--- config.mk ---
export PLATFORM = sky130hd
export DESIGN_NAME = smbibs_slave
export DESIGN_NICKNAME = d
export VERILOG_FILES = /design/src/hdl/smbibs_pkg.sv /design/src/hdl/smbibs_sync.sv /design/src/hdl/smbibs_slave.sv
export SDC_FILE = /design/constraint.sdc
export NUM_CORES = 1
export LEC_CHECK = 0
export BUFFER_PORTS_ARGS = -buffer_cell sky130_fd_sc_hd__buf_4
export CAP_MARGIN = 20
export CORE_MARGIN = 5
export CORE_UTILIZATION = 55
export DETAILED_ROUTE_END_ITERATION = 7
export PLACE_DENSITY = 0.72
export SYNTH_ARGS = -nofsm -noshare
export SYNTH_HDL_FRONTEND = slang
export SYNTH_SLANG_ARGS = --single-unit
export TNS_END_PERCENT = 50
--- constraint.sdc ---
create_clock -name mclk -period 5.1 [get_ports mclk]
set_input_delay 1.53 -clock mclk [delete_from_list [all_inputs] [get_ports mclk]]
set_output_delay 1.53 -clock mclk [all_outputs]
set_load 0.1 [all_outputs]
--- src/hdl/smbibs_pkg.sv ---
package smbibs_pkg;

  // ****************************************
  // Sizes and reset values
  // ****************************************
  localparam int        SMBIBS_REG_NUM      = 9;
  localparam int        SMBIBS_IDX_W        = 4;
  localparam logic [3:0] SMBIBS_COUNT_IDX   = 4'h7;
  localparam logic [7:0] SMBIBS_COUNT_RST   = 8'h08;
  localparam logic [7:0] SMBIBS_COUNT_MASK  = 8'h1F;
  localparam logic [7:0] SMBIBS_CTRL0_RST   = 8'h18;
  localparam logic [7:0] SMBIBS_CTRL1_RST   = 8'hF7;
  localparam logic [7:0] SMBIBS_CTRL2_RST   = 8'hBD;
  localparam logic [7:0] SMBIBS_CTRL0_WMASK = 8'h18;
  localparam logic [7:0] SMBIBS_CTRL1_WMASK = 8'hF7;
  localparam logic [7:0] SMBIBS_CTRL2_WMASK = 8'hBD;
  // Arbitrary identity values, not tied to any real part
  localparam logic [7:0] SMBIBS_ID_BYTE5    = 8'h11;
  localparam logic [7:0] SMBIBS_ID_BYTE6    = 8'h5A;
  // Input clock watchdog: mclk cycles without an input clock edge
  localparam int        SMBIBS_CLK_TMO_NS   = 1000;
  localparam int        SMBIBS_MCLK_NS      = 50;
  localparam logic [7:0] SMBIBS_CLK_TMO_CYC =
    8'((SMBIBS_CLK_TMO_NS + SMBIBS_MCLK_NS - 1) / SMBIBS_MCLK_NS);

  typedef enum logic [3:0] {
    SMBIBS_IDLE  = 4'h0,
    SMBIBS_ADDR  = 4'h1,
    SMBIBS_AACK  = 4'h3,
    SMBIBS_WBYTE = 4'h2,
    SMBIBS_WACK  = 4'h6,
    SMBIBS_RBYTE = 4'h7,
    SMBIBS_RACK  = 4'h5,
    SMBIBS_WAITP = 4'h4
  } smbibs_state_type;

  // Pins after the synchronisers
  typedef struct packed {
    logic scl;
    logic sda;
  } smbibs_bus_type;

endpackage : smbibs_pkg

--- src/hdl/smbibs_sync.sv ---
`timescale 1ns/1ps
module smbibs_sync #(
  parameter int WIDTH = 1
) (
  input  wire logic             mclk,
  input  wire logic             reset,
  input  wire logic [WIDTH-1:0] async_in,
  output logic      [WIDTH-1:0] sync_out
);
  logic [WIDTH-1:0] meta_ff;

  // Two stages; first stage read only by the second
  always_ff @(posedge mclk)
  begin
    if (reset)
    begin
      meta_ff  <= '1;
      sync_out <= '1;
    end
    else
    begin
      meta_ff  <= async_in;
      sync_out <= meta_ff;
    end
  end
endmodule : smbibs_sync

--- src/hdl/smbibs_slave.sv ---
`timescale 1ns/1ps
module smbibs_slave (
  input  wire logic       mclk,
  input  wire logic       reset,
  input  wire logic       scl_in,
  input  wire logic       sda_in,
  output logic            sda_out,
  output logic            sda_oe,
  input  wire logic [3:0] addr_sel,
  input  wire logic       inclk_div,
  input  wire logic [7:0] status0_in,
  input  wire logic [7:0] status3_in,
  output logic [7:0]      ctrl0_out,
  output logic [7:0]      ctrl1_out,
  output logic [7:0]      ctrl2_out,
  output logic            port_active
);
  // ****************************************
  // Types
  // ****************************************
  typedef struct packed {
    smbibs_pkg::smbibs_state_type st;
    smbibs_pkg::smbibs_bus_type   bus_d;
    logic [7:0]                   shreg;
    logic [2:0]                   bitcnt;
    logic [1:0]                   phase;
    logic                         rd;
    logic [3:0]                   idx;
    logic [7:0]                   left;
    logic                         sda_oe;
    logic [7:0]                   ctrl0;
    logic [7:0]                   ctrl1;
    logic [7:0]                   ctrl2;
    logic [7:0]                   count;
    logic [6:0]                   own_addr;
    logic                         clk_d;
    logic [7:0]                   tmo;
    logic                         active;
    logic [1:0]                   warm;
  } smbibs_state_s_type;

  smbibs_state_s_type     st_ff;
  smbibs_state_s_type     nxt_st;
  smbibs_pkg::smbibs_bus_type bus_s;
  logic [6:0]             pins_s;

  smbibs_sync #(.WIDTH(7)) u_sync (
    .mclk     (mclk),
    .reset    (reset),
    .async_in ({scl_in, sda_in, inclk_div, addr_sel}),
    .sync_out (pins_s)
  );
  assign bus_s = {pins_s[6], pins_s[5]};
  // ****************************************
  // Helpers
  // ****************************************
  // Two bits per tri-level pin, first pin in the upper pair: 00 low, 01 mid, 11 high
  function automatic logic [6:0] addr_decode(input logic [3:0] sel);
    logic [7:0] a;
    unique case (sel)
      4'h0: a = 8'hD8;
      4'h1: a = 8'hDA;
      4'h3: a = 8'hDE;
      4'h4: a = 8'hC2;
      4'h5: a = 8'hC4;
      4'h7: a = 8'hC6;
      4'hC: a = 8'hCA;
      4'hD: a = 8'hCC;
      4'hF: a = 8'hCE;
      default: a = 8'hD8;
    endcase
    return a[7:1];
  endfunction : addr_decode

  function automatic logic [7:0] reg_read(input smbibs_state_s_type s,
                                          input logic [7:0] st0,
                                          input logic [7:0] st3,
                                          input logic [3:0] i);
    logic [7:0] v;
    unique case (i)
      4'h0: v = (st0 & ~smbibs_pkg::SMBIBS_CTRL0_WMASK) | s.ctrl0;
      4'h1: v = s.ctrl1;
      4'h2: v = s.ctrl2;
      4'h3: v = st3;
      4'h5: v = smbibs_pkg::SMBIBS_ID_BYTE5;
      4'h6: v = smbibs_pkg::SMBIBS_ID_BYTE6;
      4'h7: v = s.count;
      default: v = 8'h00;
    endcase
    return v;
  endfunction : reg_read

  // ****************************************
  // Next state
  // ****************************************
  always_comb
  begin
    logic scl_rise;
    logic scl_fall;
    logic start_c;
    logic stop_c;
    logic [7:0] byte_c;
    logic [7:0] rdat;
    scl_rise = 1'b0;
    scl_fall = 1'b0;
    start_c  = 1'b0;
    stop_c   = 1'b0;
    byte_c   = 8'h00;
    rdat     = reg_read(st_ff, status0_in, status3_in, st_ff.idx);
    nxt_st   = st_ff;
    nxt_st.bus_d = bus_s;
    nxt_st.clk_d = pins_s[4];
    nxt_st.own_addr = addr_decode(pins_s[3:0]);
    // Input clock watchdog; sync reset level settling is no clock edge
    nxt_st.warm = st_ff.warm + 2'(st_ff.warm != 2'h3);
    if (pins_s[4] != st_ff.clk_d && st_ff.warm == 2'h3)
    begin
      nxt_st.tmo    = smbibs_pkg::SMBIBS_CLK_TMO_CYC;
      nxt_st.active = 1'b1;
    end
    else if (st_ff.tmo != 8'h00)
      nxt_st.tmo = st_ff.tmo - 8'h01;
    else
      nxt_st.active = 1'b0;
    scl_rise = bus_s.scl & ~st_ff.bus_d.scl;
    scl_fall = ~bus_s.scl & st_ff.bus_d.scl;
    start_c  = st_ff.bus_d.scl & bus_s.scl & st_ff.bus_d.sda & ~bus_s.sda;
    stop_c   = st_ff.bus_d.scl & bus_s.scl & ~st_ff.bus_d.sda & bus_s.sda;
    byte_c   = {st_ff.shreg[6:0], bus_s.sda};
    if (!nxt_st.active)
    begin
      nxt_st.st     = smbibs_pkg::SMBIBS_IDLE;
      nxt_st.sda_oe = 1'b0;
    end
    else if (stop_c)
    begin
      nxt_st.st     = smbibs_pkg::SMBIBS_IDLE;
      nxt_st.sda_oe = 1'b0;
    end
    else if (start_c)
    begin
      nxt_st.st     = smbibs_pkg::SMBIBS_ADDR;
      nxt_st.bitcnt = 3'd0;
      nxt_st.sda_oe = 1'b0;
    end
    else
    begin
      unique case (st_ff.st)
        smbibs_pkg::SMBIBS_IDLE, smbibs_pkg::SMBIBS_WAITP: ;
        smbibs_pkg::SMBIBS_ADDR, smbibs_pkg::SMBIBS_WBYTE:
        begin
          if (scl_rise)
          begin
            nxt_st.shreg  = byte_c;
            nxt_st.bitcnt = st_ff.bitcnt + 3'd1;
            if (st_ff.bitcnt == 3'd7)
            begin
              if (st_ff.st == smbibs_pkg::SMBIBS_ADDR)
              begin
                if (byte_c[7:1] == st_ff.own_addr)
                begin
                  nxt_st.st = smbibs_pkg::SMBIBS_AACK;
                  nxt_st.rd = byte_c[0];
                  nxt_st.phase = 2'd0;
                end
                else
                  nxt_st.st = smbibs_pkg::SMBIBS_WAITP;
              end
              else
              begin
                nxt_st.st = smbibs_pkg::SMBIBS_WACK;
                unique case (st_ff.phase)
                  2'd0: nxt_st.idx = byte_c[3:0];
                  2'd1: nxt_st.left = byte_c;
                  default:
                  begin
                    if (st_ff.left != 8'h00)
                    begin
                      nxt_st.left = st_ff.left - 8'h01;
                      nxt_st.idx  = st_ff.idx + 4'h1;
                      // Non-writable bits and indices stay untouched
                      unique case (st_ff.idx)
                        4'h0: nxt_st.ctrl0 = byte_c & smbibs_pkg::SMBIBS_CTRL0_WMASK;
                        4'h1: nxt_st.ctrl1 = byte_c & smbibs_pkg::SMBIBS_CTRL1_WMASK;
                        4'h2: nxt_st.ctrl2 = byte_c & smbibs_pkg::SMBIBS_CTRL2_WMASK;
                        4'h7: nxt_st.count = byte_c & smbibs_pkg::SMBIBS_COUNT_MASK;
                        default: ;
                      endcase
                    end
                  end
                endcase
                if (st_ff.phase != 2'd2)
                  nxt_st.phase = st_ff.phase + 2'd1;
              end
            end
          end
        end
        smbibs_pkg::SMBIBS_AACK, smbibs_pkg::SMBIBS_WACK:
        begin
          // Drive ack low during the ninth clock
          if (scl_fall && !st_ff.sda_oe)
            nxt_st.sda_oe = 1'b1;
          else if (scl_fall && st_ff.sda_oe)
          begin
            nxt_st.sda_oe = 1'b0;
            nxt_st.bitcnt = 3'd0;
            if (st_ff.st == smbibs_pkg::SMBIBS_AACK && st_ff.rd)
            begin
              nxt_st.st     = smbibs_pkg::SMBIBS_RBYTE;
              nxt_st.shreg  = st_ff.count;
              nxt_st.idx    = 4'h0;
              nxt_st.left   = st_ff.count + 8'h01;
              nxt_st.sda_oe = ~st_ff.count[7];
            end
            else
              nxt_st.st = smbibs_pkg::SMBIBS_WBYTE;
          end
        end
        smbibs_pkg::SMBIBS_RBYTE:
        begin
          if (scl_fall)
          begin
            nxt_st.bitcnt = st_ff.bitcnt + 3'd1;
            if (st_ff.bitcnt == 3'd7)
            begin
              nxt_st.st     = smbibs_pkg::SMBIBS_RACK;
              nxt_st.sda_oe = 1'b0;
            end
            else
            begin
              nxt_st.shreg  = {st_ff.shreg[6:0], 1'b0};
              nxt_st.sda_oe = ~st_ff.shreg[6];
            end
          end
        end
        smbibs_pkg::SMBIBS_RACK:
        begin
          if (scl_rise)
          begin
            if (bus_s.sda || st_ff.left == 8'h00)
              nxt_st.st = smbibs_pkg::SMBIBS_WAITP;
            else
              nxt_st.st = smbibs_pkg::SMBIBS_RACK;
            nxt_st.bitcnt = bus_s.sda ? 3'd1 : 3'd0;
          end
          else if (scl_fall && st_ff.bitcnt == 3'd0)
          begin
            nxt_st.st     = smbibs_pkg::SMBIBS_RBYTE;
            nxt_st.shreg  = rdat;
            nxt_st.sda_oe = ~rdat[7];
            nxt_st.idx    = st_ff.idx + 4'h1;
            nxt_st.left   = st_ff.left - 8'h01;
          end
        end
        default: nxt_st.st = smbibs_pkg::SMBIBS_IDLE;
      endcase
    end
  end
  // ****************************************
  // State register
  // ****************************************
  always_ff @(posedge mclk)
  begin
    if (reset)
    begin
      st_ff        <= '0;
      st_ff.bus_d  <= '1;
      st_ff.ctrl0  <= smbibs_pkg::SMBIBS_CTRL0_RST;
      st_ff.ctrl1  <= smbibs_pkg::SMBIBS_CTRL1_RST;
      st_ff.ctrl2  <= smbibs_pkg::SMBIBS_CTRL2_RST;
      st_ff.count  <= smbibs_pkg::SMBIBS_COUNT_RST;
      st_ff.own_addr <= 7'h6C;
    end
    else
      st_ff <= nxt_st;
  end
  assign sda_out     = 1'b0;
  assign sda_oe      = st_ff.sda_oe;
  assign ctrl0_out   = st_ff.ctrl0;
  assign ctrl1_out   = st_ff.ctrl1;
  assign ctrl2_out   = st_ff.ctrl2;
  assign port_active = st_ff.active;
endmodule : smbibs_slave

==> flow_summary.yaml <==
route:
  drc: 0
  ant_nets: 0
  drt-total-wl_um: 11500
  vias: 4082
  dr.pass1.iters: 6
  routedWlPerCell_um: 17.1
  drtIter0Drc: 271
  vias_per_cell: 6.07
layout:
  final_area_um2: 5090
  fill_cells: 752
  final_common_cell: "dfxtp_1"
  most-common-layout-cells: "dfxtp_1 (81), nor2_1 (55), nand2_1 (49)"
  utilization: 0.614
  final_nets: 605
  drive_gt1_frac: 0.169
  final-instance-count-excl-fill: 673
  n_antenna_cell: 0
  syn2layout_area_growth_pct: 7.50
grt:
  track_usage: 0.227
  antenna_found_initial: 0
  grt_pass1_vias: 3831
  grt_max_degree: 51
  gr-total-overflow: 0
  grt_pass1_wl_um: 19100
power:
  pwr-share-comb: 0.164
  p_seq_frac: 0.490
  power.switching_mw: 0.431
  peakVddDrop_v: 0.000220
  swShare: 0.299
  power.total_mw: 1.44
  total_leakage_power_nw: 1.97
  power_frac_clock: 0.346
  internal-power_mw: 1.01
  p_per_area_nw_per_um2: 283
placed_design:
  place_congestion: 0.936
  io_buffers: 39
  post_dp_cell_area_um2: 4880
  hpwl_um: 8220
  pre_cts_slack_ps: 2100
  placed_cells: 657
sta:
  skew_ps: 6.49
  setup_viol: 0
  tightest_slew_ps: 918
  relSlewSlack: 0.387
  min_period_over_period: 0.605
  fin_crit_ps: 3090
  rsz0062_at_grt: "no"
  clock.fmax_mhz: 324
  fin_ws_ps: 2010
  tns_ps: 0
  holdWs_ps: 414
  final_hold_viol_count: 0
  slew_violations: 0
critical_path:
  path_buf_inv: 1
  cp_cell_sequence: "inv_1, nand2_1, o2111ai_1, nor4_4, o21ai_0, a32o_1"
  cp.required_ps: 5360
  cp-end-kind: "register"
  worstSetupStartpointType: "register"
  arrival_ps: 3340
  max_stage_delay_ps: 710
  cp_slowest_cell: "dfxtp_1"
  cp_max_fo: 17
  path_class: "reg -> reg"
  critPathTopFamily: "simple AND/OR/NAND/NOR gates"
synth:
  synthXorXnorAreaFrac: 0.0388
  synth_edf_count: 0
  synth-compound-area-share: 0.209
  synth_area_per_cell_um2: 8.42
  synthMuxAreaShare: 0.0531
  async_flop_share: 0
  synth-simple-area-share: 0.220
  yosys-top-cells-area: "dfxtp_1 (34%), mux2i_1 (5.1%), ha_1 (4.5%)"
  synthFlopType: "dfxtp_1"
  synth_warnings: 0
  synth.largest_area_cell: "dfxtp_1"
  yosys.area_share.adder: 0.0470
  synth_top_family_by_area: "simple AND/OR/NAND/NOR gates"
  syn_area_um2: 4740
  synthDistinctLibCells: 70
  postSynthCellCount: 563
  synth_top_cell_area_share: 0.342
  synth.yosys.seq_area_share: 0.342
  ys_ff_latch: 81
clocking:
  clockRootBuffer: "clkbuf_8"
  cts.path.max_buffers: 2
  h-tree-depth: 3
  cts_resized: 0
  cts_buffers: 9
  cts.sinks: 81
  cts_setup_buffers: 0
  clk_latency_ps: 350
  cts_tree: "done"
  path_clk_slew_ps: 90
  holdBufCountCts: 0
status:
  outcome: "finished, final reports clean"
min_path:
  min_path_type: "reg -> reg"
floorplan:
  ioPinCount: 52
  fp.dieH_um: 103
  initial_utilization: 0.571
  core-area_um2: 8300
  die_area_um2: 10600
  rows: 33
  die_x_um: 103
run:
  drv_cap: 0
-- power by group through the flow --
| stage | Sequential [mW] | Combinational, mW | Clock (mW) |
|---|---|---|---|
| after floorplan | 0.714 | 0.196 | 0 |
| after global placement | 0.719 | 0.226 | 0 |
| after detailed placement | 0.721 | 0.236 | 0 |
| after CTS | 0.706 | 0.237 | 0.514 |
| after global routing | 0.713 | 0.268 | 0.546 |
| final | 0.707 | 0.236 | 0.499 |
-- worst register-to-register path: stages (launching register included) --
cell and delay [ps]:
dfxtp_1 710, inv_1 400, nand2_1 430, o2111ai_1 280, nor4_4 680, o21ai_0 210, a32o_1 290
-- state kept, by name, summed over array words and instances (netlist names) --
name and cells:
u_sync.meta_ff 7, st_ff 50, u_sync.sync_out 7, ctrl2_out 6, sda_oe 1, ctrl0_out 2
port_active 1, ctrl1_out 7
-- layout make-up --
cell class	count	area, um^2	area share
Inverter	21	78.8	0.0155
Clock buffer	10	138	0.0270
Sequential cell	81	1620	0.318
Multi-Input combinational cell	407	2730	0.535
Tap cell	105	131	0.0258
Timing Repair Buffer	43	323	0.0634
Clock inverter	6	73.8	0.0145
-- worst paths after layout --
check | start | to | slack (ps) | depth (start not counted)
worst min register to register | u_sync.meta_ff[4]$_SDFF_PP1_ | u_sync.sync_out[4]$_SDFF_PP1_ | 410 | 1
worst max register to register | st_ff[82]$_SDFFE_PP0P_ | st_ff[54]$_SDFFE_PP0P_ | 2010 | 6
worst max-delay path | st_ff[82]$_SDFFE_PP0P_ | st_ff[54]$_SDFFE_PP0P_ | 2010 | 6
worst min-delay path | u_sync.meta_ff[4]$_SDFF_PP1_ | u_sync.sync_out[4]$_SDFF_PP1_ | 410 | 1
-- cells in the mapped netlist (all sizes together) (2+ instances only) --
master,count
o211a,5
o211ai,3
a32oi,2
or4,2
a221oi,7
a222oi,5
o22ai,3
a32o,6
nor4,11
a211oi,12
o31ai,4
o21a,2
a31oi,7
and2,2
o221ai,3
nor2,56
xor2,13
a311oi,3
o21ai,23
a22o,3
nand2,49
clkbuf,29
a21oi,23
and3,3
a22oi,11
mux2i,24
nor2b,4
ha,17
nor3b,4
or2,19
buf,34
nand2b,9
xnor2,8
nand3,18
inv,21
or3,3
nand4,3
dfxtp,81
nand3b,3
nor3,9
-- routing by layer --
| metal | share of wire | wire length (um) | up-vias | global-route usage |
|---|---|---|---|---|
| li1 | - | - | 1986 | - |
| met1 | 0.43 | 5000 | 1907 | 0.298 |
| met2 | 0.47 | 5450 | 157 | 0.369 |
| met3 | 0.066 | 764 | 32 | 0.0501 |
| met4 | 0.027 | 314 | 0 | 0.0817 |
| met5 | 0 | 0 | - | 0 |
-- kinds of logic (layout without fill, tap and decap cells) --
kind of cell	Yosys count	count (layout)
AND/OR/NAND/NOR	197	197
AO/OA/AOI/OAI	136	136
buffers and inverters	84	80
flip-flops	81	81
multiplexers	25	25
XOR/XNOR	21	21
adder cells (fa/ha/maj)	18	18
other	1	10
Note: power is estimated with default switching activity, not from simulation.
